`src/verilog/aap_pkg.sv`:
```
// Constants of the audio converter port register bank.
// Assumes a single 8-bit register port clocked by the master clock.
package aap_pkg;
  // ----------------------------------------------------------------
  // Register offsets
  // ----------------------------------------------------------------
  localparam logic [7:0] ADDR_DIV = 8'h03;
  localparam logic [7:0] ADDR_MODE = 8'h04;
  localparam logic [7:0] ADDR_FMT = 8'h05;
  localparam logic [7:0] ADDR_CHN = 8'h06;
  localparam logic [7:0] ADDR_SLOT1 = 8'h07;
  localparam logic [7:0] ADDR_SLOT2 = 8'h08;
  localparam logic [7:0] ADDR_MASK = 8'h0c;
  localparam logic [7:0] ADDR_CS0 = 8'h0d;
  localparam logic [7:0] ADDR_CS4 = 8'h11;
  localparam logic [7:0] ADDR_CLR = 8'h13;
  localparam logic [7:0] ADDR_VREF = 8'h19;
  localparam logic [7:0] ADDR_PIN_AB = 8'h1b;
  localparam logic [7:0] ADDR_PIN_CD = 8'h1c;
  // ----------------------------------------------------------------
  // Reset values
  // ----------------------------------------------------------------
  localparam logic [7:0] RST_DIV = 8'h07;
  localparam logic [7:0] RST_MODE = 8'h05;
  localparam logic [2:0] RST_FMT = 3'h0;
  localparam logic [7:0] RST_CHN = 8'h01;
  localparam logic [5:0] RST_SLOT1 = 6'h00;
  localparam logic [4:0] RST_SLOT2 = 5'h01;
  localparam logic [7:0] RST_MASK = 8'h00;
  localparam logic [39:0] RST_CS = 40'h0;
  localparam logic [1:0] RST_CLR = 2'h0;
  localparam logic RST_VREF = 1'b0;
  localparam logic [15:0] RST_PINS = 16'h0002;
  // ----------------------------------------------------------------
  // Field positions
  // ----------------------------------------------------------------
  localparam int MODE_HALVE = 7;
  localparam int MODE_CINV = 6;
  localparam int MODE_FLEN_LO = 4;
  localparam int MODE_PULSE = 3;
  localparam int MODE_BINV = 2;
  localparam int MODE_WINV = 1;
  localparam int MODE_MEN = 0;
  localparam int FMT_EDGE = 2;
  localparam int FMT_LJ = 1;
  localparam int FMT_WLEN = 0;
  localparam int CHN_AUTO = 7;
  localparam int SLOT1_SINV = 5;
  localparam logic [1:0] FLEN_16 = 2'b10;
  localparam logic [7:0] MASK_USED = 8'hcf;
  // ----------------------------------------------------------------
  // Pin function codes
  // ----------------------------------------------------------------
  localparam logic [3:0] FN_SHUTDOWN = 4'h0;
  localparam logic [3:0] FN_AUX_IN = 4'h1;
  localparam logic [3:0] FN_AUX_OUT = 4'h2;
  localparam logic [3:0] FN_PEAK1 = 4'h5;
  localparam logic [3:0] FN_PEAK2 = 4'h6;
  localparam logic [3:0] FN_IRQ_OR = 4'h7;
  localparam logic [3:0] FN_SPDIF = 4'h8;
  localparam logic [3:0] FN_PWM = 4'h9;
  localparam logic [3:0] FN_RANGE1 = 4'ha;
  localparam logic [3:0] FN_RANGE2 = 4'hb;
  localparam logic [3:0] FN_MODCLK = 4'hc;
  localparam logic [3:0] FN_CONVCLK = 4'hd;
  localparam logic [3:0] FN_ZERO = 4'he;
  localparam logic [3:0] FN_ONE = 4'hf;
  // ----------------------------------------------------------------
  // Slot shifts
  // ----------------------------------------------------------------
  localparam logic [2:0] SH_32 = 3'h5;
  localparam logic [2:0] SH_16 = 3'h4;
endpackage : aap_pkg

```
`src/verilog/aap_fifo_if.sv`:
```
// Carrier between the register bank and its sample FIFO.
// Assumes both ends share the master clock.
`timescale 1ns/1ps
interface aap_fifo_if #(parameter int WIDTH = 64);
  logic in_valid;
  logic in_ready;
  logic [WIDTH-1:0] in_data;
  logic out_valid;
  logic out_ready;
  logic [WIDTH-1:0] out_data;
  modport fifo (input in_valid, input in_data, input out_ready,
                output in_ready, output out_valid, output out_data);
  modport user (output in_valid, output in_data, output out_ready,
                input in_ready, input out_valid, input out_data);
endinterface : aap_fifo_if

```
`src/verilog/aap_fifo.sv`:
```
// Sample FIFO with valid/ready on both sides.
// Assumes DEPTH is a power of two.
`timescale 1ns/1ps
module aap_fifo #(
  parameter int WIDTH = 64,
  parameter int DEPTH = 8
) (
  input wire logic i_sys_clk,
  input wire logic i_rst,
  input wire logic i_clk_en,
  aap_fifo_if.fifo f
);
  localparam int AW = $clog2(DEPTH);
  logic [WIDTH-1:0] mem_q [DEPTH];
  logic [AW-1:0] wr_q;
  logic [AW-1:0] rd_q;
  logic [AW:0] cnt_q;
  logic push;
  logic pop;

  assign f.in_ready = (cnt_q != (AW+1)'(DEPTH));
  assign f.out_valid = (cnt_q != '0);
  assign f.out_data = mem_q[rd_q];
  assign push = f.in_valid && f.in_ready;
  assign pop = f.out_valid && f.out_ready;

  always_ff @(posedge i_sys_clk) begin
    if (i_clk_en && push) begin
      mem_q[wr_q] <= f.in_data;
    end
  end

  always_ff @(posedge i_sys_clk) begin
    if (i_rst) begin
      wr_q <= '0;
      rd_q <= '0;
      cnt_q <= '0;
    end else if (i_clk_en) begin
      if (push) begin
        wr_q <= wr_q + 1'b1;
      end
      if (pop) begin
        rd_q <= rd_q + 1'b1;
      end
      if (push && !pop) begin
        cnt_q <= cnt_q + 1'b1;
      end else if (pop && !push) begin
        cnt_q <= cnt_q - 1'b1;
      end
    end
  end
endmodule : aap_fifo

```
`src/verilog/aap_regs.sv`:
```
// Serial audio port configuration bank with port timing, pin routing.
// Assumes one master clock; port pins arrive asynchronously.
//
// Functional notes
// - Bit clock generator runs at master clock over twice (divider plus one); reset seven.
// - Converter clock full rate when halve bit zero, half rate when one.
// - Converter clock invert bit inverts phase, only under forced phase.
// - Master slots are 32 bits for code 00, 16 bits for 10.
// - Pulse mode gives one bit wide select; otherwise 50 percent square.
// - Master enable generates and drives bit clock and word select.
// - Frame starts on select falling edge, or rising when edge bit set.
// - First data bit one bit after select edge, none when left justified.
// - Subframe holds 32 bits, or 16 bits when word length bit set.
// - Autodetect infers channel count from frame length in slave mode, else programmed.
// - Channel count field n means n plus one channels; reset two.
// - Slave mode inverts incoming bit clock when slave invert bit set.
// - Channel one data goes to slot n plus one; reset first slot.
// - Channel two data goes to slot n plus one; reset second slot.
// - Ranging interrupts pass only when their mask bit is one.
// - Immediate and held peak interrupts pass only when enabled.
// - Held peak interrupt clears while clear bit one, else holds.
// - Forty-bit status field feeds the S/PDIF channel-status bits.
// - Reference fast charge on when bit zero, off when one.
// - Each general pin routes the signal chosen by its function code.
// - After reset pin one selects aux output, others shutdown.
// - Invert bit used only under forced phase, else automatic phase.
`timescale 1ns/1ps
module aap_regs #(
  parameter int SMP_W = 32,
  parameter int FIFO_DEPTH = 8
) (
  input wire logic i_sys_clk,
  input wire logic i_rst,
  input wire logic i_clk_en,
  input wire logic i_reg_wr,
  input wire logic i_reg_rd,
  input wire logic [7:0] i_reg_addr,
  input wire logic [7:0] i_reg_wdata,
  output logic [7:0] o_reg_rdata,
  input wire logic i_smp_valid,
  output logic o_smp_ready,
  input wire logic [2*SMP_W-1:0] i_smp_data,
  input wire logic i_bck,
  output logic o_bck,
  output logic o_bck_oe,
  input wire logic i_ws,
  output logic o_ws,
  output logic o_ws_oe,
  output logic o_sd,
  input wire logic i_force_phase,
  input wire logic i_auto_phase,
  output logic o_conv_clk,
  output logic [4:0] o_chan_count,
  input wire logic [1:0] i_peak_flag,
  input wire logic [1:0] i_ranging_active,
  output logic o_irq_any,
  output logic [39:0] o_spdif_status,
  output logic o_ref_fast_charge,
  input wire logic i_spdif_stream,
  input wire logic i_pwm,
  input wire logic i_mod_clk,
  input wire logic [3:0] i_aux_out,
  output logic [3:0] o_aux_in,
  output logic o_analog_off,
  input wire logic [3:0] i_pin,
  output logic [3:0] o_pin,
  output logic [3:0] o_pin_oe
);
  // ----------------------------------------------------------------
  // Register file
  // ----------------------------------------------------------------
  logic [7:0] div_q;
  logic [7:0] mode_q;
  logic [2:0] fmt_q;
  logic [7:0] chn_q;
  logic [5:0] slot1_q;
  logic [4:0] slot2_q;
  logic [7:0] mask_q;
  logic [39:0] cs_q;
  logic [1:0] clr_q;
  logic vref_q;
  logic [15:0] pins_q;
  logic [7:0] rd_d;
  logic wr;

  assign wr = i_clk_en && i_reg_wr;

  always_ff @(posedge i_sys_clk) begin
    if (i_rst) begin
      div_q <= aap_pkg::RST_DIV;
      mode_q <= aap_pkg::RST_MODE;
      fmt_q <= aap_pkg::RST_FMT;
      chn_q <= aap_pkg::RST_CHN;
      slot1_q <= aap_pkg::RST_SLOT1;
      slot2_q <= aap_pkg::RST_SLOT2;
      mask_q <= aap_pkg::RST_MASK;
      cs_q <= aap_pkg::RST_CS;
      clr_q <= aap_pkg::RST_CLR;
      vref_q <= aap_pkg::RST_VREF;
      pins_q <= aap_pkg::RST_PINS;
    end else if (wr) begin
      unique case (i_reg_addr)
        aap_pkg::ADDR_DIV: div_q <= i_reg_wdata;
        aap_pkg::ADDR_MODE: mode_q <= i_reg_wdata;
        aap_pkg::ADDR_FMT: fmt_q <= i_reg_wdata[2:0];
        aap_pkg::ADDR_CHN: chn_q <= i_reg_wdata & 8'h9f;
        aap_pkg::ADDR_SLOT1: slot1_q <= i_reg_wdata[5:0];
        aap_pkg::ADDR_SLOT2: slot2_q <= i_reg_wdata[4:0];
        aap_pkg::ADDR_MASK: mask_q <= i_reg_wdata & aap_pkg::MASK_USED;
        aap_pkg::ADDR_CLR: clr_q <= i_reg_wdata[1:0];
        aap_pkg::ADDR_VREF: vref_q <= i_reg_wdata[0];
        aap_pkg::ADDR_PIN_AB: pins_q[7:0] <= i_reg_wdata;
        aap_pkg::ADDR_PIN_CD: pins_q[15:8] <= i_reg_wdata;
        default: begin
          // Status bytes, low byte at the lowest offset
          if (i_reg_addr >= aap_pkg::ADDR_CS0 &&
              i_reg_addr <= aap_pkg::ADDR_CS4) begin
            cs_q[8*(i_reg_addr-aap_pkg::ADDR_CS0) +: 8] <= i_reg_wdata;
          end
        end
      endcase
    end
  end

  always_comb begin
    rd_d = 8'h00;
    unique case (i_reg_addr)
      aap_pkg::ADDR_DIV: rd_d = div_q;
      aap_pkg::ADDR_MODE: rd_d = mode_q;
      aap_pkg::ADDR_FMT: rd_d = {5'h00, fmt_q};
      aap_pkg::ADDR_CHN: rd_d = chn_q;
      aap_pkg::ADDR_SLOT1: rd_d = {2'h0, slot1_q};
      aap_pkg::ADDR_SLOT2: rd_d = {3'h0, slot2_q};
      aap_pkg::ADDR_MASK: rd_d = mask_q;
      aap_pkg::ADDR_CLR: rd_d = {6'h00, clr_q};
      aap_pkg::ADDR_VREF: rd_d = {7'h00, vref_q};
      aap_pkg::ADDR_PIN_AB: rd_d = pins_q[7:0];
      aap_pkg::ADDR_PIN_CD: rd_d = pins_q[15:8];
      default: begin
        if (i_reg_addr >= aap_pkg::ADDR_CS0 &&
            i_reg_addr <= aap_pkg::ADDR_CS4) begin
          rd_d = cs_q[8*(i_reg_addr-aap_pkg::ADDR_CS0) +: 8];
        end
      end
    endcase
  end

  always_ff @(posedge i_sys_clk) begin
    if (i_rst) begin
      o_reg_rdata <= 8'h00;
    end else if (i_clk_en && i_reg_rd) begin
      o_reg_rdata <= rd_d;
    end
  end

  assign o_spdif_status = cs_q;
  assign o_ref_fast_charge = !vref_q;

  // ----------------------------------------------------------------
  // Converter clock
  // ----------------------------------------------------------------
  logic conv_q;
  logic half_q;
  logic conv_d;
  logic phase_inv;

  // Forced phase takes the programmed invert, else the automatic choice
  assign phase_inv = i_force_phase ? mode_q[aap_pkg::MODE_CINV]
                                   : i_auto_phase;
  assign conv_d = (!mode_q[aap_pkg::MODE_HALVE] || half_q) ? !conv_q
                                                          : conv_q;

  always_ff @(posedge i_sys_clk) begin
    if (i_rst) begin
      conv_q <= 1'b0;
      half_q <= 1'b0;
      o_conv_clk <= 1'b0;
    end else if (i_clk_en) begin
      half_q <= !half_q;
      conv_q <= conv_d;
      o_conv_clk <= conv_d ^ phase_inv;
    end
  end

  // ----------------------------------------------------------------
  // Port pin synchronisers
  // ----------------------------------------------------------------
  logic [1:0] bck_s1_q;
  logic [1:0] ws_s1_q;
  logic [3:0] pin_s1_q;
  logic [1:0] bck_s2_q;
  logic ws_s2_q;
  logic [3:0] pin_s2_q;

  always_ff @(posedge i_sys_clk) begin
    if (i_rst) begin
      bck_s1_q <= 2'h0;
      ws_s1_q <= 2'h0;
      pin_s1_q <= 4'h0;
      bck_s2_q <= 2'h0;
      ws_s2_q <= 1'b0;
      pin_s2_q <= 4'h0;
    end else if (i_clk_en) begin
      bck_s1_q <= {bck_s1_q[0], i_bck};
      ws_s1_q <= {ws_s1_q[0], i_ws};
      pin_s1_q <= i_pin;
      bck_s2_q <= {bck_s2_q[0], bck_s1_q[1]};
      ws_s2_q <= ws_s1_q[1];
      pin_s2_q <= pin_s1_q;
    end
  end

  // ----------------------------------------------------------------
  // Bit and frame timing
  // ----------------------------------------------------------------
  logic master;
  logic [7:0] cnt_q;
  logic bclk_q;
  logic tick;
  logic slave_fall;
  logic bit_adv;
  logic [10:0] bit_q;
  logic [10:0] nidx;
  logic [10:0] fbits;
  logic [2:0] slot_sh;
  logic [2:0] word_sh;
  logic frame_start;
  logic ws_prev_q;
  logic [4:0] det_q;
  logic [4:0] eff_ch;
  logic ws_raw;

  assign master = mode_q[aap_pkg::MODE_MEN];
  // At or past the divider, so a smaller divider written mid-count wraps now
  assign tick = (cnt_q >= div_q);
  // Slave bit clock, optionally inverted; data moves on its falling edge
  assign slave_fall = ((bck_s2_q[1] ^ slot1_q[aap_pkg::SLOT1_SINV]) &&
                      !(bck_s2_q[0] ^ slot1_q[aap_pkg::SLOT1_SINV]));
  assign bit_adv = master ? (tick && bclk_q) : slave_fall;
  assign word_sh = fmt_q[aap_pkg::FMT_WLEN] ? aap_pkg::SH_16
                                            : aap_pkg::SH_32;
  assign slot_sh = !master ? word_sh :
                   (mode_q[5:4] == aap_pkg::FLEN_16) ? aap_pkg::SH_16
                                                     : aap_pkg::SH_32;
  assign fbits = 11'({6'h00, chn_q[4:0]} + 11'h001) << slot_sh;
  // Detection counts only from bit clocks seen in slave mode
  assign eff_ch = (!master && chn_q[aap_pkg::CHN_AUTO]) ? det_q
                                                       : chn_q[4:0];
  // At or past the last bit, so a shorter frame written mid-frame still wraps
  assign frame_start = master ? (bit_q >= fbits - 11'h001)
    : (fmt_q[aap_pkg::FMT_EDGE] ? (!ws_prev_q && ws_s2_q)
                                : (ws_prev_q && !ws_s2_q));
  assign nidx = frame_start ? 11'h000
              : (&bit_q ? bit_q : bit_q + 11'h001);
  assign ws_raw = mode_q[aap_pkg::MODE_PULSE] ? (nidx == 11'h000)
                : (nidx < (fbits >> 1));
  assign o_bck = bclk_q ^ mode_q[aap_pkg::MODE_BINV];
  assign o_bck_oe = master;
  assign o_ws_oe = master;
  assign o_chan_count = eff_ch;

  always_ff @(posedge i_sys_clk) begin
    if (i_rst) begin
      cnt_q <= 8'h00;
      bclk_q <= 1'b0;
    end else if (i_clk_en) begin
      if (!master || tick) begin
        cnt_q <= 8'h00;
      end else begin
        cnt_q <= cnt_q + 8'h01;
      end
      if (master && tick) begin
        bclk_q <= !bclk_q;
      end
    end
  end

  always_ff @(posedge i_sys_clk) begin
    if (i_rst) begin
      bit_q <= 11'h000;
      ws_prev_q <= 1'b0;
      det_q <= 5'h01;
      o_ws <= 1'b0;
    end else if (i_clk_en && bit_adv) begin
      bit_q <= nidx;
      ws_prev_q <= ws_s2_q;
      if (master) begin
        // Frame edge direction is set by the edge bit, then inverted when the invert bit is set
        o_ws <= (fmt_q[aap_pkg::FMT_EDGE] ? ws_raw : !ws_raw) ^
                mode_q[aap_pkg::MODE_WINV];
      end else if (frame_start) begin
        det_q <= 5'(({1'b0, bit_q} + 12'h001) >> word_sh) - 5'h01;
      end
    end
  end

  // ----------------------------------------------------------------
  // Sample FIFO and serial data
  // ----------------------------------------------------------------
  aap_fifo_if #(.WIDTH(2*SMP_W)) fq ();

  aap_fifo #(
    .WIDTH(2*SMP_W),
    .DEPTH(FIFO_DEPTH)
  ) u_fifo (
    .i_sys_clk(i_sys_clk),
    .i_rst(i_rst),
    .i_clk_en(i_clk_en),
    .f(fq.fifo)
  );

  logic [11:0] dpos;
  logic [10:0] slot;
  logic [4:0] bis;
  logic load;
  logic [2*SMP_W-1:0] pair_q;
  logic [2*SMP_W-1:0] pair;
  logic [SMP_W-1:0] smp;
  logic sd_d;
  logic hit1;
  logic hit2;

  assign fq.in_valid = i_smp_valid;
  assign fq.in_data = i_smp_data;
  assign o_smp_ready = fq.in_ready;
  // Data lags the select edge by one bit unless left justified
  assign dpos = fmt_q[aap_pkg::FMT_LJ] ? {1'b0, nidx}
                                       : {1'b0, nidx} - 12'h001;
  assign slot = dpos[10:0] >> slot_sh;
  assign bis = dpos[4:0] & 5'((11'h001 << slot_sh) - 11'h001);
  assign load = bit_adv && (dpos == 12'h000);
  assign fq.out_ready = i_clk_en && load;
  assign pair = load ? (fq.out_valid ? fq.out_data : '0) : pair_q;
  assign hit1 = (slot == {6'h00, slot1_q[4:0]});
  assign hit2 = (slot == {6'h00, slot2_q});
  assign smp = hit1 ? pair[SMP_W-1:0] : pair[2*SMP_W-1:SMP_W];

  always_comb begin
    sd_d = 1'b0;
    if (!dpos[11] && (slot <= {6'h00, eff_ch}) && (hit1 || hit2) &&
        ({3'h0, bis} < (8'h01 << word_sh))) begin
      sd_d = smp[SMP_W-1-int'(bis)];
    end
  end

  always_ff @(posedge i_sys_clk) begin
    if (i_rst) begin
      pair_q <= '0;
      o_sd <= 1'b0;
    end else if (i_clk_en && bit_adv) begin
      pair_q <= pair;
      o_sd <= sd_d;
    end
  end

  // ----------------------------------------------------------------
  // Interrupt masking and held peak flags
  // ----------------------------------------------------------------
  logic [1:0] held_q;
  logic [5:0] irq_vec;

  always_ff @(posedge i_sys_clk) begin
    if (i_rst) begin
      held_q <= 2'h0;
    end else if (i_clk_en) begin
      held_q <= i_peak_flag | (held_q & ~clr_q);
    end
  end

  assign irq_vec = {i_ranging_active & mask_q[7:6],
                    i_peak_flag & mask_q[3:2],
                    held_q & mask_q[1:0]};
  assign o_irq_any = |irq_vec;

  // ----------------------------------------------------------------
  // General pin routing
  // ----------------------------------------------------------------
  logic [3:0] shut;

  for (genvar p = 0; p < 4; p++) begin : g_pin
    logic [3:0] fn;
    assign fn = pins_q[4*p +: 4];
    assign shut[p] = (fn == aap_pkg::FN_SHUTDOWN);
    assign o_aux_in[p] = (fn == aap_pkg::FN_AUX_IN) && pin_s2_q[p];
    always_comb begin
      o_pin[p] = 1'b0;
      o_pin_oe[p] = 1'b1;
      unique case (fn)
        aap_pkg::FN_AUX_OUT: o_pin[p] = i_aux_out[p];
        aap_pkg::FN_PEAK1: o_pin[p] = irq_vec[2];
        aap_pkg::FN_PEAK2: o_pin[p] = irq_vec[3];
        aap_pkg::FN_IRQ_OR: o_pin[p] = o_irq_any;
        aap_pkg::FN_SPDIF: o_pin[p] = i_spdif_stream;
        aap_pkg::FN_PWM: o_pin[p] = i_pwm;
        aap_pkg::FN_RANGE1: o_pin[p] = irq_vec[4];
        aap_pkg::FN_RANGE2: o_pin[p] = irq_vec[5];
        aap_pkg::FN_MODCLK: o_pin[p] = i_mod_clk;
        aap_pkg::FN_CONVCLK: o_pin[p] = o_conv_clk;
        aap_pkg::FN_ZERO: o_pin[p] = 1'b0;
        aap_pkg::FN_ONE: o_pin[p] = 1'b1;
        default: o_pin_oe[p] = 1'b0;
      endcase
    end
  end

  assign o_analog_off = |shut;

  // ----------------------------------------------------------------
  // Assertions
  // ----------------------------------------------------------------
  a_div_reset: assert property (@(posedge i_sys_clk)
    i_rst |=> (div_q == aap_pkg::RST_DIV && chn_q == aap_pkg::RST_CHN))
    else $error("divider or channel count reset value wrong");
  a_pin_reset: assert property (@(posedge i_sys_clk)
    i_rst |=> (pins_q == aap_pkg::RST_PINS))
    else $error("pin functions reset value wrong");
  a_tick_wrap: assert property (@(posedge i_sys_clk) disable iff (i_rst)
    (i_clk_en && master && cnt_q == div_q) |=> (cnt_q == 8'h00))
    else $error("bit clock divider did not wrap at divider value");
  a_conv_full: assert property (@(posedge i_sys_clk) disable iff (i_rst)
    (i_clk_en && !mode_q[aap_pkg::MODE_HALVE]) |=> conv_q != $past(conv_q))
    else $error("converter clock not at full rate");
  a_conv_phase: assert property (@(posedge i_sys_clk) disable iff (i_rst)
    (i_clk_en && i_force_phase) |=>
      (o_conv_clk == (conv_q ^ $past(mode_q[aap_pkg::MODE_CINV]))))
    else $error("forced converter phase not applied");
  a_port_drive: assert property (@(posedge i_sys_clk) disable iff (i_rst)
    master |-> (o_bck_oe && o_ws_oe))
    else $error("master port pins not driven");
  a_frame_wrap: assert property (@(posedge i_sys_clk) disable iff (i_rst)
    (i_clk_en && master && bit_adv && bit_q == fbits - 11'h001) |=>
      (bit_q == 11'h000))
    else $error("master frame did not wrap at frame length");
  a_held_keep: assert property (@(posedge i_sys_clk) disable iff (i_rst)
    (i_clk_en && held_q[0] && !clr_q[0]) |=> held_q[0])
    else $error("held peak flag lost without clear");
  a_held_clear: assert property (@(posedge i_sys_clk) disable iff (i_rst)
    (i_clk_en && clr_q[0] && !i_peak_flag[0]) |=> !held_q[0])
    else $error("held peak flag not cleared");
  a_mask_gate: assert property (@(posedge i_sys_clk) disable iff (i_rst)
    (mask_q == 8'h00) |-> !o_irq_any)
    else $error("interrupt passed while all masked");
  a_fast_chg: assert property (@(posedge i_sys_clk) disable iff (i_rst)
    (wr && i_reg_addr == aap_pkg::ADDR_VREF) |=>
      (o_ref_fast_charge == !$past(i_reg_wdata[0])))
    else $error("fast charge control wrong after write");

  c_master_frame: cover property (@(posedge i_sys_clk)
    i_clk_en && master && bit_adv && frame_start);
  c_slave_frame: cover property (@(posedge i_sys_clk)
    i_clk_en && !master && bit_adv && frame_start);
  c_held_set: cover property (@(posedge i_sys_clk) $rose(held_q[1]));
  c_fifo_full: cover property (@(posedge i_sys_clk)
    i_smp_valid && !o_smp_ready);
endmodule : aap_regs

```
`config.mk`:
```
export PLATFORM = sky130hd
export DESIGN_NAME = aap_regs
export DESIGN_NICKNAME = d
export VERILOG_FILES = /design/src/verilog/aap_pkg.sv /design/src/verilog/aap_fifo_if.sv /design/src/verilog/aap_fifo.sv /design/src/verilog/aap_regs.sv
export SDC_FILE = /design/constraint.sdc
export NUM_CORES = 1
export LEC_CHECK = 0
export BUFFER_PORTS_ARGS = -buffer_cell sky130_fd_sc_hd__buf_2
export CAP_MARGIN = 0
export CORE_MARGIN = 2
export CORE_UTILIZATION = 55
export DETAILED_ROUTE_END_ITERATION = 16
export GPL_ROUTABILITY_DRIVEN = 0
export PLACE_DENSITY = 0.73
export SLEW_MARGIN = 20
export SYNTH_ARGS = -nofsm -noshare
export SYNTH_HDL_FRONTEND = slang
export SYNTH_SLANG_ARGS = --single-unit
```
`constraint.sdc`:
```
create_clock -name i_sys_clk -period 8.7 [get_ports i_sys_clk]
set_clock_uncertainty 0.15 [all_clocks]
set_input_delay 1.305 -clock i_sys_clk [delete_from_list [all_inputs] [get_ports i_sys_clk]]
set_output_delay 1.305 -clock i_sys_clk [all_outputs]
set_load 0.02 [all_outputs]
```
Word level (Yosys, flattened, before mapping)
Memory sizes are Yosys's and may differ from the RTL's. A register that Yosys moved wholly into a read port is not among the register bits.
Index checks and enable logic that the tools add are counted.
{"block": "word_totals", "register_bits": 231, "ramBits": 512, "inputBits": 105, "output_inout_bits": 75, "mem_count": 1}
{"block": "op_classes", "n_addsub": 15, "order_cmp": 8, "eq_ne": 67, "n_shift": 8, "mux": 39, "n_bitwise": 14, "reduce_logical": 74}
{"memory": "u_fifo.mem_q", "words": 8, "word_bits": 64, "read_ports": 1, "rd_clocked_by_memory_dff": 1, "wr": 1, "line_no": "aap_fifo.sv:14", "source": "logic [WIDTH-1:0] mem_q [DEPTH];"}
{"op": "== test 4 bit, second input constant", "n": 32}
{"op": "2-to-1 mux 64 bit", "n": 2}
{"op": "case mux 8 bit (11 select lines)", "n": 1}
{"op": "== test 4 x 3 -> 1 bit, second input constant", "n": 12}
{"op": "OR reduction 12 bit", "n": 4}
{"op": "case mux 1 bit (11 select lines)", "n": 4}
{"op": "bitwise mux 40 bit", "n": 1}
{"op": "variable shift 8 x 34 -> 40 bit, first input constant", "n": 1}
{"op": "variable part select 40 x 33 -> 8 bit", "n": 1}
{"op": "variable part select 8 x 34 -> 40 bit", "n": 1}
{"op": "negator 32 -> 34 bit", "n": 1}
{"op": "== test 8 x 3 -> 1 bit, second input constant", "n": 4}
{"op": "== test 8 x 5 -> 1 bit, second input constant", "n": 4}
{"op": "2-to-1 mux 32 bit", "n": 1}
{"op": "AND reduction 2 bit", "n": 16}
{"op": "logical AND 1 bit", "n": 24}
{"op": "== test 11 x 5 -> 1 bit", "n": 2}
{"op": "2-to-1 mux 11 bit", "n": 2}
{"op": "2-to-1 mux 1 bit", "n": 19}
{"op": "== test 4 x 1 -> 1 bit, second input constant", "n": 4}
{"op": "== test 4 x 2 -> 1 bit, second input constant", "n": 4}
{"op": "== test 8 x 4 -> 1 bit, second input constant", "n": 2}
{"op": "logical NOT 4 bit", "n": 4}
{"op": "2-to-1 mux 8 bit", "n": 2}
{"op": "other kinds (50)", "n": 77}

Depth between registers and ports, before layout
Gate-level depths: netlist of run 1.
{"block": "depth", "depth_word": 18, "ltp_mapped": 38, "ltp_nobuf": 33}

By module
Synthesis of run 1 repeated with hierarchy kept, for this count alone.
{"block": "unflattened", "cells_unflattened": 2617, "area_unflattened_um2": 33736.1}
{"mod": "aap_fifo", "instances": 1, "cells_each": 809, "area_each_um2": 19795.2}
{"mod": "aap_regs", "instances": 1, "cells_each": 1808, "area_each_um2": 13940.9}

Worst setup path before layout of run 1
Ideal clock, no wire load.
{"block": "synth_timing", "kind": "register to register", "from": "reg mode_q[0]", "to": "reg u_fifo.cnt_q[3]", "setup_time_ns": 0.128, "arrival_ns": 7.247, "path_slack_ns": 1.176, "stages_incl_launch_ff": 38, "path_buffers": 5, "cell_sequence": "dfxtp_1 > clkbuf_1 > nand3b_1 > o21ai_2 > clkbuf_1 > nor2_1 > a21oi_1 > ha_1 > and3_1 > and3_1 > xor2_1 > ha_1 > and4_1 > nand3_2 > a21oi_1 > buf_4 > nor2_2 > nand2_1 > [2 not listed] > nor4_2 > and2_1 > or3_1 > nor4_1 > nand3_1 > clkbuf_1 > nor2_1 > clkinv_1 > buf_1 > ha_1 > inv_1 > ha_1 > a21o_1 > a21oi_1 > xnor2_1 > nand2_1 > xor2_1 > nor2_1"}
{"block": "synth_via", "elab_chain_len": 16}
{"element": "start, declared", "line_no": "aap_regs.sv:73", "source": "logic [7:0] mode_q;"}
{"element": "start signal, assigned", "line_no": "aap_regs.sv:91", "source": "mode_q <= aap_pkg::RST_MODE;"}
{"element": "start signal, assigned", "line_no": "aap_regs.sv:104", "source": "aap_pkg::ADDR_MODE: mode_q <= i_reg_wdata;"}
{"element": "2-to-1 mux 1 bit", "line_no": "aap_regs.sv:242", "source": "assign slot_sh = !master ? word_sh :"}
{"element": "left shift 6 x 3 -> 11 bit", "line_no": "aap_regs.sv:245", "source": "assign fbits = 11'({6'h00, chn_q[4:0]} + 11'h001) << slot_sh;"}
{"element": "subtractor 11 x 1 -> 11 bit", "line_no": "aap_regs.sv:250", "source": "assign frame_start = master ? (bit_q >= fbits - 11'h001)"}
{"element": ">= comparator 11 bit", "line_no": "aap_regs.sv:250"}
{"element": "2-to-1 mux 1 bit", "line_no": "aap_regs.sv:250"}
{"element": "2-to-1 mux 11 bit", "line_no": "aap_regs.sv:253", "source": "assign nidx = frame_start ? 11'h000"}
{"element": "subtractor 11 x 1 -> 12 bit", "line_no": "aap_regs.sv:328", "source": ": {1'b0, nidx} - 12'h001;"}
{"element": "2-to-1 mux 12 bit", "line_no": "aap_regs.sv:327", "source": "assign dpos = fmt_q[aap_pkg::FMT_LJ] ? {1'b0, nidx}"}
{"element": "logical NOT 12 bit", "line_no": "aap_regs.sv:331", "source": "assign load = bit_adv && (dpos == 12'h000);"}
{"element": "logical AND 1 bit *", "line_no": "aap_regs.sv:331"}
{"element": "logical AND 1 bit *", "line_no": "aap_regs.sv:332", "source": "assign fq.out_ready = i_clk_en && load;"}
{"element": "logical AND 1 bit *", "line_no": "aap_fifo.sv:25", "source": "assign pop = f.out_valid && f.out_ready;"}
{"element": "logical NOT 1 bit", "line_no": "aap_fifo.sv:45", "source": "if (push && !pop) begin"}
{"element": "logical AND 1 bit", "line_no": "aap_fifo.sv:45"}
{"element": "nonzero test 2 bit (no source line)"}
{"element": "AND reduction 2 bit (no source line)"}
{"element": "end signal, assigned", "line_no": "aap_fifo.sv:46", "source": "cnt_q <= cnt_q + 1'b1;"}
{"element": "end signal, assigned", "line_no": "aap_fifo.sv:48", "source": "cnt_q <= cnt_q - 1'b1;"}
{"element": "end, declared", "line_no": "aap_fifo.sv:17", "source": "logic [AW:0] cnt_q;"}
Mark *: on every way between the ends. The rest lies on a longest branch, timed or not.
A chain may end at the register's enable or synchronous reset.

Worst setup path in the final report of run 1
{"block": "layout_timing", "from": "reg fmt_q[0]", "to": "reg u_fifo.cnt_q[3]"}
{"block": "layout_via", "elab_chain_len": 17}
{"element": "start, declared", "line_no": "aap_regs.sv:74", "source": "logic [2:0] fmt_q;"}
{"element": "start signal, assigned", "line_no": "aap_regs.sv:92", "source": "fmt_q <= aap_pkg::RST_FMT;"}
{"element": "start signal, assigned", "line_no": "aap_regs.sv:105", "source": "aap_pkg::ADDR_FMT: fmt_q <= i_reg_wdata[2:0];"}
{"element": "2-to-1 mux 1 bit *", "line_no": "aap_regs.sv:240", "source": "assign word_sh = fmt_q[aap_pkg::FMT_WLEN] ? aap_pkg::SH_16"}
{"element": "2-to-1 mux 1 bit *", "line_no": "aap_regs.sv:242"}
{"element": "left shift 6 x 3 -> 11 bit *", "line_no": "aap_regs.sv:245"}
{"element": "subtractor 11 x 1 -> 11 bit *", "line_no": "aap_regs.sv:250"}
{"element": ">= comparator 11 bit *", "line_no": "aap_regs.sv:250"}
{"element": "2-to-1 mux 1 bit *", "line_no": "aap_regs.sv:250"}
{"element": "2-to-1 mux 11 bit *", "line_no": "aap_regs.sv:253"}
{"element": "subtractor 11 x 1 -> 12 bit", "line_no": "aap_regs.sv:328"}
{"element": "2-to-1 mux 12 bit *", "line_no": "aap_regs.sv:327"}
{"element": "logical NOT 12 bit *", "line_no": "aap_regs.sv:331"}
{"element": "logical AND 1 bit *", "line_no": "aap_regs.sv:331"}
{"element": "logical AND 1 bit *", "line_no": "aap_regs.sv:332"}
{"element": "logical AND 1 bit *", "line_no": "aap_fifo.sv:25"}
{"element": "logical NOT 1 bit", "line_no": "aap_fifo.sv:45"}
{"element": "logical AND 1 bit", "line_no": "aap_fifo.sv:45"}
{"element": "nonzero test 2 bit (no source line)"}
{"element": "AND reduction 2 bit (no source line)"}
Marked as above.

==> impl_metrics.env, run 1 <==
export IMPL_min_delay_worst_endpoint="pair_q[27]"
export IMPL_power_density_mw_per_mm2=197
export IMPL_critPathBufInv=7
export IMPL_worstSetupStartpointType="register"
export IMPL_grt_overflow=0
export IMPL_final_min_clock_period_ps=7930
export IMPL_syn_to_final_growth_pct=11.7
export IMPL_clockBufferDepth=3
export IMPL_clock_tree_root_cell="clkbuf_16"
export IMPL_min_path_cells=2
export IMPL_critPathSlowestCell="dfxtp_1"
export IMPL_drive_above_1_share_pct=19.3
export IMPL_p_seq_share_pct=52.5
export IMPL_setup_slack_ps=769
export IMPL_worst_path_most_repeated_cell="ha_1"
export IMPL_die_area_sq_mm=0.0625
export IMPL_p_comb_share_pct=3.8
export IMPL_yosysWarnings=0
export IMPL_ant_nets=0
export IMPL_synth_seq_cells=746
export IMPL_p_sw_share_pct=21.3
export IMPL_synth_edf_count=512
export IMPL_synth_cell_types=96
export IMPL_cts_buffers=77
export IMPL_cpLargestDelayFamily="simple AND/OR/NAND/NOR gates"
export IMPL_postSynthCellCount=2544
export IMPL_grt_max_degree=120
export IMPL_hold_start="pair_q[27]"
export IMPL_wirelength_mm=81.0
export IMPL_fin_util_pct=61.8
export IMPL_synthFlopType="edfxtp_1"
export IMPL_hp_class="reg2reg"
export IMPL_grt_pass1_vias=21700
export IMPL_finalMaxSlewViolations=0
export IMPL_clk_latency_ps=620
export IMPL_post_place_ws_ps=500
export IMPL_required_ps=9030
export IMPL_grt_usage_pct=25.7
export IMPL_rrSetupSlack_ps=770
export IMPL_setup_violations_final=0
export IMPL_critPathArrivalTime_ps=8260
export IMPL_cp_end_kind="register"
export IMPL_core_sq_mm=0.0601
export IMPL_power_uw=7320
export IMPL_syn_area_sq_mm=0.0333
export IMPL_grt_pass1_wl_mm=125
export IMPL_final_setup_tns_ps=0
export IMPL_rsz0062_at_grt="false"
export IMPL_leakage_uw=0.0125
export IMPL_first_pass_iters=6
export IMPL_hold_viol_final=0
export IMPL_maxCapViolations=0
export IMPL_crit_type="reg2reg"
export IMPL_place_hpwl_mm=51.8
export IMPL_vdd_drop_max_mv=0.161
export IMPL_row_count=90
export IMPL_dr_total_vias=22100
export IMPL_p_sw_uw=1560
export IMPL_nets=2825
export IMPL_max_stage_delay_ps=530
export IMPL_ios=180
export IMPL_drc=0
export IMPL_reg2regPathDepth=36
export IMPL_reg2reg_to="u_fifo.cnt_q[3]"
export IMPL_synth_nets=2700
export IMPL_power_internal_uw=5760
export IMPL_synth_async_reset_ratio_pct=0
export IMPL_fin_crit_sh_pct=91.2
export IMPL_status="finished clean"
export IMPL_max_freq_ghz=0.126
export IMPL_pwr_share_clk_pct=43.7
export IMPL_clk_pin_slew_ps=60
export IMPL_syn_avg_cell_area_sq_um=13.1
export IMPL_place_port_buffers=179
export IMPL_ys_seq_area_share_pct=60.3
export IMPL_cts_hold_buf=0
export IMPL_htree_levels=3
export IMPL_antenna_found_initial=4
export IMPL_tightest_slew_ps=1150
export IMPL_avgRoutedWirePerCell_um=23.0
export IMPL_fp_dieW_um=250
export IMPL_drt_iter0_markers=2411
export IMPL_r2r_start="fmt_q[0]"
export IMPL_die_h_um=250
export IMPL_clock_sinks=746
export IMPL_worst_path_max_fanout=15
export IMPL_viasPerCell=6.28
export IMPL_cts_tree="built"
export IMPL_start_util_pct=55.3
export IMPL_slew_headroom_pct=22.9
==> through the flow <==
step | instances | hold WS (ps) | instance area, sq um
after floorplan | 2544 | 282 | 33300
after global placement | 3370 | 291 | 34700
after detailed placement | 3370 | 294 | 34700
after CTS | 3512 | 302 | 37100
after global routing | 3514 | 319 | 37200
final | 3516 | 301 | 37200
==> power groups by stage <==
stage               Sequential, uW  Clock [uW]  Combinational [uW]
finish                        3840        3200                 277
global placement              3920           0                 263
global route                  3840        3380                 301
detailed placement            3920           0                 274
floorplan                     3920           0                 153
CTS                           3840        3250                 276
==> worst min-delay path, stage by stage, from the launching register on <==
cell,delay (ps)
dfxtp_1,300
nand2_1,50
a21oi_1,50
==> worst max-delay path by stage <==
stage                       to  slack (ps)      start  cells past startpoint
3_5_place_dp   u_fifo.cnt_q[3]         500   fmt_q[0]                     36
2_1_floorplan  u_fifo.cnt_q[3]        1180  mode_q[0]                     37
4_1_cts        u_fifo.cnt_q[3]         450   fmt_q[0]                     36
6_report       u_fifo.cnt_q[3]         770   fmt_q[0]                     36
3_3_place_gp   u_fifo.cnt_q[3]         930  mode_q[0]                     34
5_1_grt        u_fifo.cnt_q[3]         130   fmt_q[0]                     35
==> cell usage in the layout (no fill, tap or decap), types with 14 or more instances in the layout <==
cell,count
a31oi_1,14
nand4_1,18
a22oi_1,18
buf_2,178
mux4_2,137
clkbuf_1,16
o21ai_0,42
xnor2_1,30
mux2_2,14
a21oi_1,164
nor3_1,49
and2_1,25
mux2i_1,162
nor4_1,15
ha_1,50
xor2_1,24
and3_1,20
nand2_1,251
nand2b_1,20
dfxtp_1,231
edfxtp_1,512
a211oi_1,23
buf_4,30
nand3_1,78
clkbuf_16,78
inv_1,31
nor2_1,230
clkinv_2,20
==> synthesized netlist by cell type, drive strengths merged, types with 17 or more instances <==
master	instances	area (sq um)
dfxtp	234	4680
a211oi	24	185
edfxtp	512	15400
ha	50	626
clkbuf	120	450
inv	31	116
nand4	18	113
and3	23	159
and2	25	156
xnor2	30	263
nand2b	20	125
buf	43	309
o21ai	47	239
nand2	254	958
nand3	80	410
nor2	240	925
mux2i	164	1660
mux4	137	3090
mux2	17	191
nor3	54	275
a21oi	164	821
nor4	20	159
a22oi	19	148
xor2	24	210
==> cell families after synthesis <==
group	Yosys count	share of synthesized area, %
buffers and inverters	195	2.64
XOR/XNOR	54	1.42
AO/OA/AOI/OAI	390	7.74
adder cells (fa/ha/maj)	51	1.94
flip-flops	746	60.3
AND/OR/NAND/NOR	790	11.1
multiplexers	318	14.8
==> layout make-up <==
cell class                 instances  area (sq um)
antenna                            2          5.00
sequential                       746         20100
inverter                          32           124
tap                              782           978
clock buffer                      99          2080
clock inverter                    43           372
multi-input combinational       1603         12400
fill                            4490         23000
timing repair buffer             209          1130
==> timing repair <==
item | CTS | global route
resized for setup | 0 | 1
setup buffers | 0 | 2
setup endpoints to repair | 0 | 1
==> metal layers <==
metal	vias up	wire (um)	global-route usage, %
li1	9925	-	-
met1	11000	32300	33.3
met2	951	40400	43.8
met3	193	5770	4.81
met4	6	2480	8.47
met5	-	35	0
==> state kept, by name, summed over array words and instances (netlist names), 4 cells and up, named ones only <==
name,flops
o_reg_rdata,8
slot2_q,5
u_fifo.mem_q,512
o_spdif_status,40
u_fifo.cnt_q,4
pair_q,64
mode_q,8
pin_s2_q,4
det_q,5
cnt_q,8
bit_q,11
mask_q,6
div_q,8
slot1_q,6
chn_q,6
pin_s1_q,4
pins_q,16
(Power assumes the default switching activity.)
==> run 2, diff against run 1 <==
- CORE_UTILIZATION: 55 -> 35
- PLACE_DENSITY: 0.73 -> default
- SYNTH_HIERARCHICAL: default -> 1
==> run 2 against run 1 <==
Power is 2.9% higher. Combinational power is 15% higher. Synthesized area is 1.4% higher. Worst hold slack worse by 1.2 ps. Maximum frequency is 2.4% lower. Sequential share of layout area is 1.8 points lower. Final cell count is 16% higher. Critical path depth is 3 lower. Critical endpoint is now o_sd. Largest cell class unchanged. Highest routed layer unchanged.
==> impl_metrics.env, run 2 <==
export IMPL_synth_largest_area_cell="edfxtp_1"
export IMPL_final_setup_tns_ps=0
export IMPL_regMostFlops="u_fifo/mem_q"
export IMPL_crit_type="reg2reg"
export IMPL_p_seq_share_pct=51.1
export IMPL_clk_pin_slew_ps=60
export IMPL_maxCapViolations=0
export IMPL_max_stage_delay_ps=560
export IMPL_rrSetupSlack_ps=570
export IMPL_tightest_slew_ps=1090
export IMPL_cts_tree="built"
export IMPL_place_port_buffers=179
export IMPL_critPathSlowestCell="or4_1"
export IMPL_synth_top_area_share_pct=45.6
export IMPL_fp_dieW_um=314
export IMPL_r2r_start="mode_q[0]"
export IMPL_min_path_cells=2
export IMPL_min_delay_worst_endpoint="pair_q[11]"
export IMPL_syn_to_final_growth_pct=14.0
export IMPL_holdWs_ps=300
export IMPL_vdd_drop_max_mv=0.184
export IMPL_final_cell_mix="edfxtp_1 (512), nand2_1 (298), dfxtp_1 (231)"
export IMPL_ys_seq_area_share_pct=59.5
export IMPL_die_area_sq_mm=0.0989
export IMPL_drive_above_1_share_pct=21.0
export IMPL_required_ps=9100
export IMPL_synth_nets=2774
export IMPL_viasPerCell=5.35
export IMPL_reg2reg_to="o_sd"
export IMPL_cp_end_kind="register"
export IMPL_synth_cell_types=93
export IMPL_antenna_found_initial=6
export IMPL_grt_pass1_vias=21000
export IMPL_place_hpwl_mm=55.4
export IMPL_hold_viol_final=0
export IMPL_core_sq_mm=0.0953
export IMPL_worstSetupStartpointType="register"
export IMPL_rsz0062_at_grt="false"
export IMPL_setup_violations_final=0
export IMPL_synth_async_reset_ratio_pct=0
export IMPL_p_sw_uw=1670
export IMPL_clock_tree_root_cell="clkbuf_16"
export IMPL_max_freq_ghz=0.123
export IMPL_ant_nets=0
export IMPL_postSynthCellCount=2617
export IMPL_syn_avg_cell_area_sq_um=12.9
export IMPL_power_density_mw_per_mm2=196
export IMPL_status="finished clean"
export IMPL_synth_area_top_cells="edfxtp_1 (46%), dfxtp_1 (14%), mux4_2 (9.4%), nand2_1 (3.3%), mux2i_1 (3.1%)"
export IMPL_grt_usage_pct=17.2
export IMPL_ios=180
export IMPL_p_comb_share_pct=4.2
export IMPL_cts_setup_buffers=0
export IMPL_critPathArrivalTime_ps=8520
export IMPL_finalMaxSlewViolations=0
export IMPL_reg2regPathDepth=33
export IMPL_avgRoutedWirePerCell_um=21.2
export IMPL_grt_max_degree=110
export IMPL_row_count=113
export IMPL_fin_util_pct=40.4
export IMPL_cts_buffers=82
export IMPL_drc=0
export IMPL_leakage_uw=0.0131
export IMPL_hold_start="pair_q[11]"
export IMPL_clock_sinks=746
export IMPL_clk_latency_ps=660
export IMPL_final_common_cell="edfxtp_1"
export IMPL_drt_iter0_markers=1917
export IMPL_synth_edf_count=512
export IMPL_largest_register_ff_count=512
export IMPL_worst_path_max_fanout=16
export IMPL_clockBufferDepth=3
export IMPL_slew_headroom_pct=27.0
export IMPL_synth_commonest_cells="edfxtp_1 (512), nand2_1 (299), dfxtp_1 (234), a21oi_1 (172), nor2_1 (170)"
export IMPL_first_pass_iters=5
export IMPL_diodes=0
export IMPL_p_sw_share_pct=22.2
export IMPL_htree_levels=3
export IMPL_final_min_clock_period_ps=8130
export IMPL_grt_overflow=0
export IMPL_grt_pass1_wl_mm=130
export IMPL_ctsResizeCount=0
export IMPL_cts_hold_buf=0
export IMPL_syn_area_sq_mm=0.0337
export IMPL_wirelength_mm=86.3
export IMPL_pwr_share_clk_pct=44.7
export IMPL_synth_seq_cells=746
export IMPL_hp_class="reg2reg"
export IMPL_synthFlopType="edfxtp_1"
export IMPL_die_h_um=314
export IMPL_power_internal_uw=5860
export IMPL_start_util_pct=35.4
export IMPL_nets=2900
export IMPL_yosysWarnings=6
export IMPL_fin_crit_sh_pct=93.4
export IMPL_dr_total_vias=21800
export IMPL_power_uw=7530
export IMPL_synthMostInstantiatedCell="edfxtp_1"
==> run 2: worst max-delay path by stage <==
stage | from | endpoint | slack, ps
after detailed placement | mode_q[0] | o_sd | 730
final | mode_q[0] | o_sd | 570
after global routing | mode_q[0] | o_sd | 7
after global placement | mode_q[0] | o_sd | 880
after CTS | mode_q[0] | o_sd | 660
after floorplan | i_clk_en | u_fifo/mem_q[0][0] | 310
==> run 2: critical path, delay by kind of cell, from the launching register on <==
family                   cells  cell delay, ps
adder cells (fa/ha/maj)      3             820
XOR/XNOR                     1              70
AND/OR/NAND/NOR             14            3200
AO/OA/AOI/OAI               13            2780
buffers and inverters        2             430
flip-flops                   1             550
==> run 2: metal layers <==
metal	up-vias	track usage, %	share of wire, %
li1	10200	-	-
met1	10800	22.9	43
met2	643	28.3	48
met3	132	3.32	6.2
met4	10	5.29	2.6
met5	-	0	0.066
==> run 2: kinds of logic after synthesis <==
family | synth area share, %
simple gates | 11.8
flops | 59.5
compound gates | 7.70
mux | 15.0
buf+inv | 2.71
xor+xnor | 1.38
fa+ha+maj | 1.95
==> run 2: power groups by stage <==
stage	registers (uW)	logic [uW]	clock network, uW
finish	3840	319	3370
global route	3850	350	3590
CTS	3840	322	3450
detailed placement	3920	321	0
global placement	3920	319	0
floorplan	3920	182	0
==> run 2: layout make-up <==
cell class                      count  area, sq um
Clock buffer                      108         2240
Clock inverter                     43          387
Fill cell                        8944        56800
Inverter                           35          131
Multi-Input combinational cell   1659        12800
Sequential cell                   746        20100
Tap cell                         1265         1580
Timing Repair Buffer              219         1220
==> run 2: per-stage QoR <==
stage,instance area (sq um),setup WS (ps),cells
6_report,38500,574,4075
5_1_grt,38500,6.90,4075
4_1_cts,38500,663,4075
2_1_floorplan,33700,305,2617
3_5_place_dp,35800,729,3924
3_3_place_gp,35800,879,3924
==> run 3, diff against run 2 <==
- CORE_MARGIN: 2 -> default
- CORE_UTILIZATION: 35 -> 30
==> run 3 against run 2 <==
Power rose by 1.4%. Setup slack better by 190 ps. Cell area up 1.1%. Combinational power about the same. Core utilization shrank 5.4 points. First-iteration DRC count grew 15%. Wire length rose by 1.6%. Critical endpoint is now u_fifo/cnt_q[3].
==> impl_metrics.env, run 3 (same netlist as run 2, synthesis figures left out) <==
export IMPL_place_hpwl_mm=55.7
export IMPL_fin_crit_sh_pct=91.2
export IMPL_clock_tree_root_cell="clkbuf_16"
export IMPL_rrSetupSlack_ps=770
export IMPL_hold_viol_final=0
export IMPL_tightest_slew_ps=1050
export IMPL_required_ps=9100
export IMPL_maxCapViolations=0
export IMPL_dpl_cell_area_sq_mm=0.0361
export IMPL_worst_path_most_repeated_cell="ha_1"
export IMPL_setup_violations_final=0
export IMPL_cts_hold_buf=0
export IMPL_syn_to_final_growth_pct=15.2
export IMPL_die_h_um=337
export IMPL_drc=0
export IMPL_critPathSlowestCell="or4_4"
export IMPL_drt_iter0_markers=2200
export IMPL_largest_register_ff_count=512
export IMPL_final_common_cell="edfxtp_1"
export IMPL_viasPerCell=5.11
export IMPL_ios=180
export IMPL_ant_nets=0
export IMPL_grt_usage_pct=15.2
export IMPL_final_setup_tns_ps=0
export IMPL_slew_headroom_pct=29.7
export IMPL_first_pass_iters=8
export IMPL_antenna_found_initial=19
export IMPL_critPathArrivalTime_ps=8330
export IMPL_grt_pass1_vias=21200
export IMPL_grt_max_degree=129
export IMPL_core_sq_mm=0.111
export IMPL_power_density_mw_per_mm2=196
export IMPL_grt_pass1_wl_mm=132
export IMPL_clockBufferDepth=3
export IMPL_vdd_drop_max_mv=0.164
export IMPL_row_count=122
export IMPL_finalMaxSlewViolations=0
export IMPL_dr_total_vias=21900
export IMPL_crit_type="reg2reg"
export IMPL_final_cell_mix="edfxtp_1 (512), nand2_1 (298), dfxtp_1 (231)"
export IMPL_hp_class="reg2reg"
export IMPL_worst_path_max_fanout=21
export IMPL_start_util_pct=30.4
export IMPL_regMostFlops="u_fifo/mem_q"
export IMPL_final_area_sq_mm=0.0389
export IMPL_final_min_clock_period_ps=7930
export IMPL_drive_above_1_share_pct=21.2
export IMPL_cts_buffers=80
export IMPL_clk_pin_slew_ps=60
export IMPL_worstSetupStartpointType="register"
export IMPL_place_port_buffers=179
export IMPL_fp_dieW_um=337
export IMPL_cts_tree="built"
export IMPL_clock_sinks=746
export IMPL_leakage_uw=0.0131
export IMPL_max_stage_delay_ps=620
export IMPL_wirelength_mm=87.7
export IMPL_rsz0062_at_grt="false"
export IMPL_clk_latency_ps=660
export IMPL_cts_setup_buffers=0
export IMPL_grt_overflow=0
export IMPL_status="finished clean"
export IMPL_avgRoutedWirePerCell_um=20.4
export IMPL_cp_end_kind="register"
export IMPL_htree_levels=3
export IMPL_nets=2898
export IMPL_max_freq_ghz=0.126
export IMPL_die_area_sq_mm=0.114
## run 3: changes by cell type in the layout (fill, tap and decap cells not counted), sizes merged
cell | previous run | this run
bufinv | 3 | 7
clkinv | 32 | 29
clkinvlp | 4 | 1
inv | 39 | 37
diode | 0 | 1
## run 3: per-stage QoR
stage          hold slack (ps)  power (uW)  std cells  worst slack, ps  utilization (%)
2_1_floorplan              278        4110       2617              305                -
6_report                   302        7630       4295              767             35.0
5_1_grt                    316        7900       4295              128             35.0
4_1_cts                    304        7730       4294              562             35.0
3_3_place_gp               289        4240       4147              663             32.5
3_5_place_dp               296        4240       4147              594             32.5
## run 3: final cells by class
cell class	count	area, sq um
diodes	1	2.50
clock inverters	39	517
inverters	35	131
fillers	10900	72300
flip-flops and latches	746	20100
clock buffers	108	2210
repair buffers	219	1230
well taps	1488	1860
multi-input cells	1659	12800
## run 3: final timing paths
kind,start,end,depth (start not counted)
min reg2reg,pair_q[34],pair_q[34],2
max reg2reg,mode_q[0],u_fifo/cnt_q[3],32
max,mode_q[0],u_fifo/cnt_q[3],32
min,pair_q[34],pair_q[34],2
## run 3: timing repair
action | in CTS | in global routing
hold endpoints to repair | 0 | 0
resized for setup | 0 | 3
endpoints found under the setup margin | 0 | 2
## run 3: layer usage
layer  GRT usage [%]  vias up  wire (um)
met4            4.68       24       2390
li1                -    10200          -
met2            24.3      668      40400
met5               0        -        146
met3            3.74      163       6360
met1            20.2    10900      38400
## run 3: critical path: cells and delay by family, from the launching register on
family                     cells  cell delay, ps
AOI/OAI and AO/OA              7            1490
xor gates and xnor gates       1             170
adders and majority gates      5            1260
buffers and inverters          4             630
DFF                            1             480
and+or+nand+nor               15            3660
## run 3: where the power goes
part | internal (uW) | total [uW] | leakage [uW] | switching, uW
Clock | 2020 | 3470 | 0.00133 | 1450
Combinational | 104 | 320 | 0.00527 | 216
Sequential | 3830 | 3840 | 0.00652 | 16.2
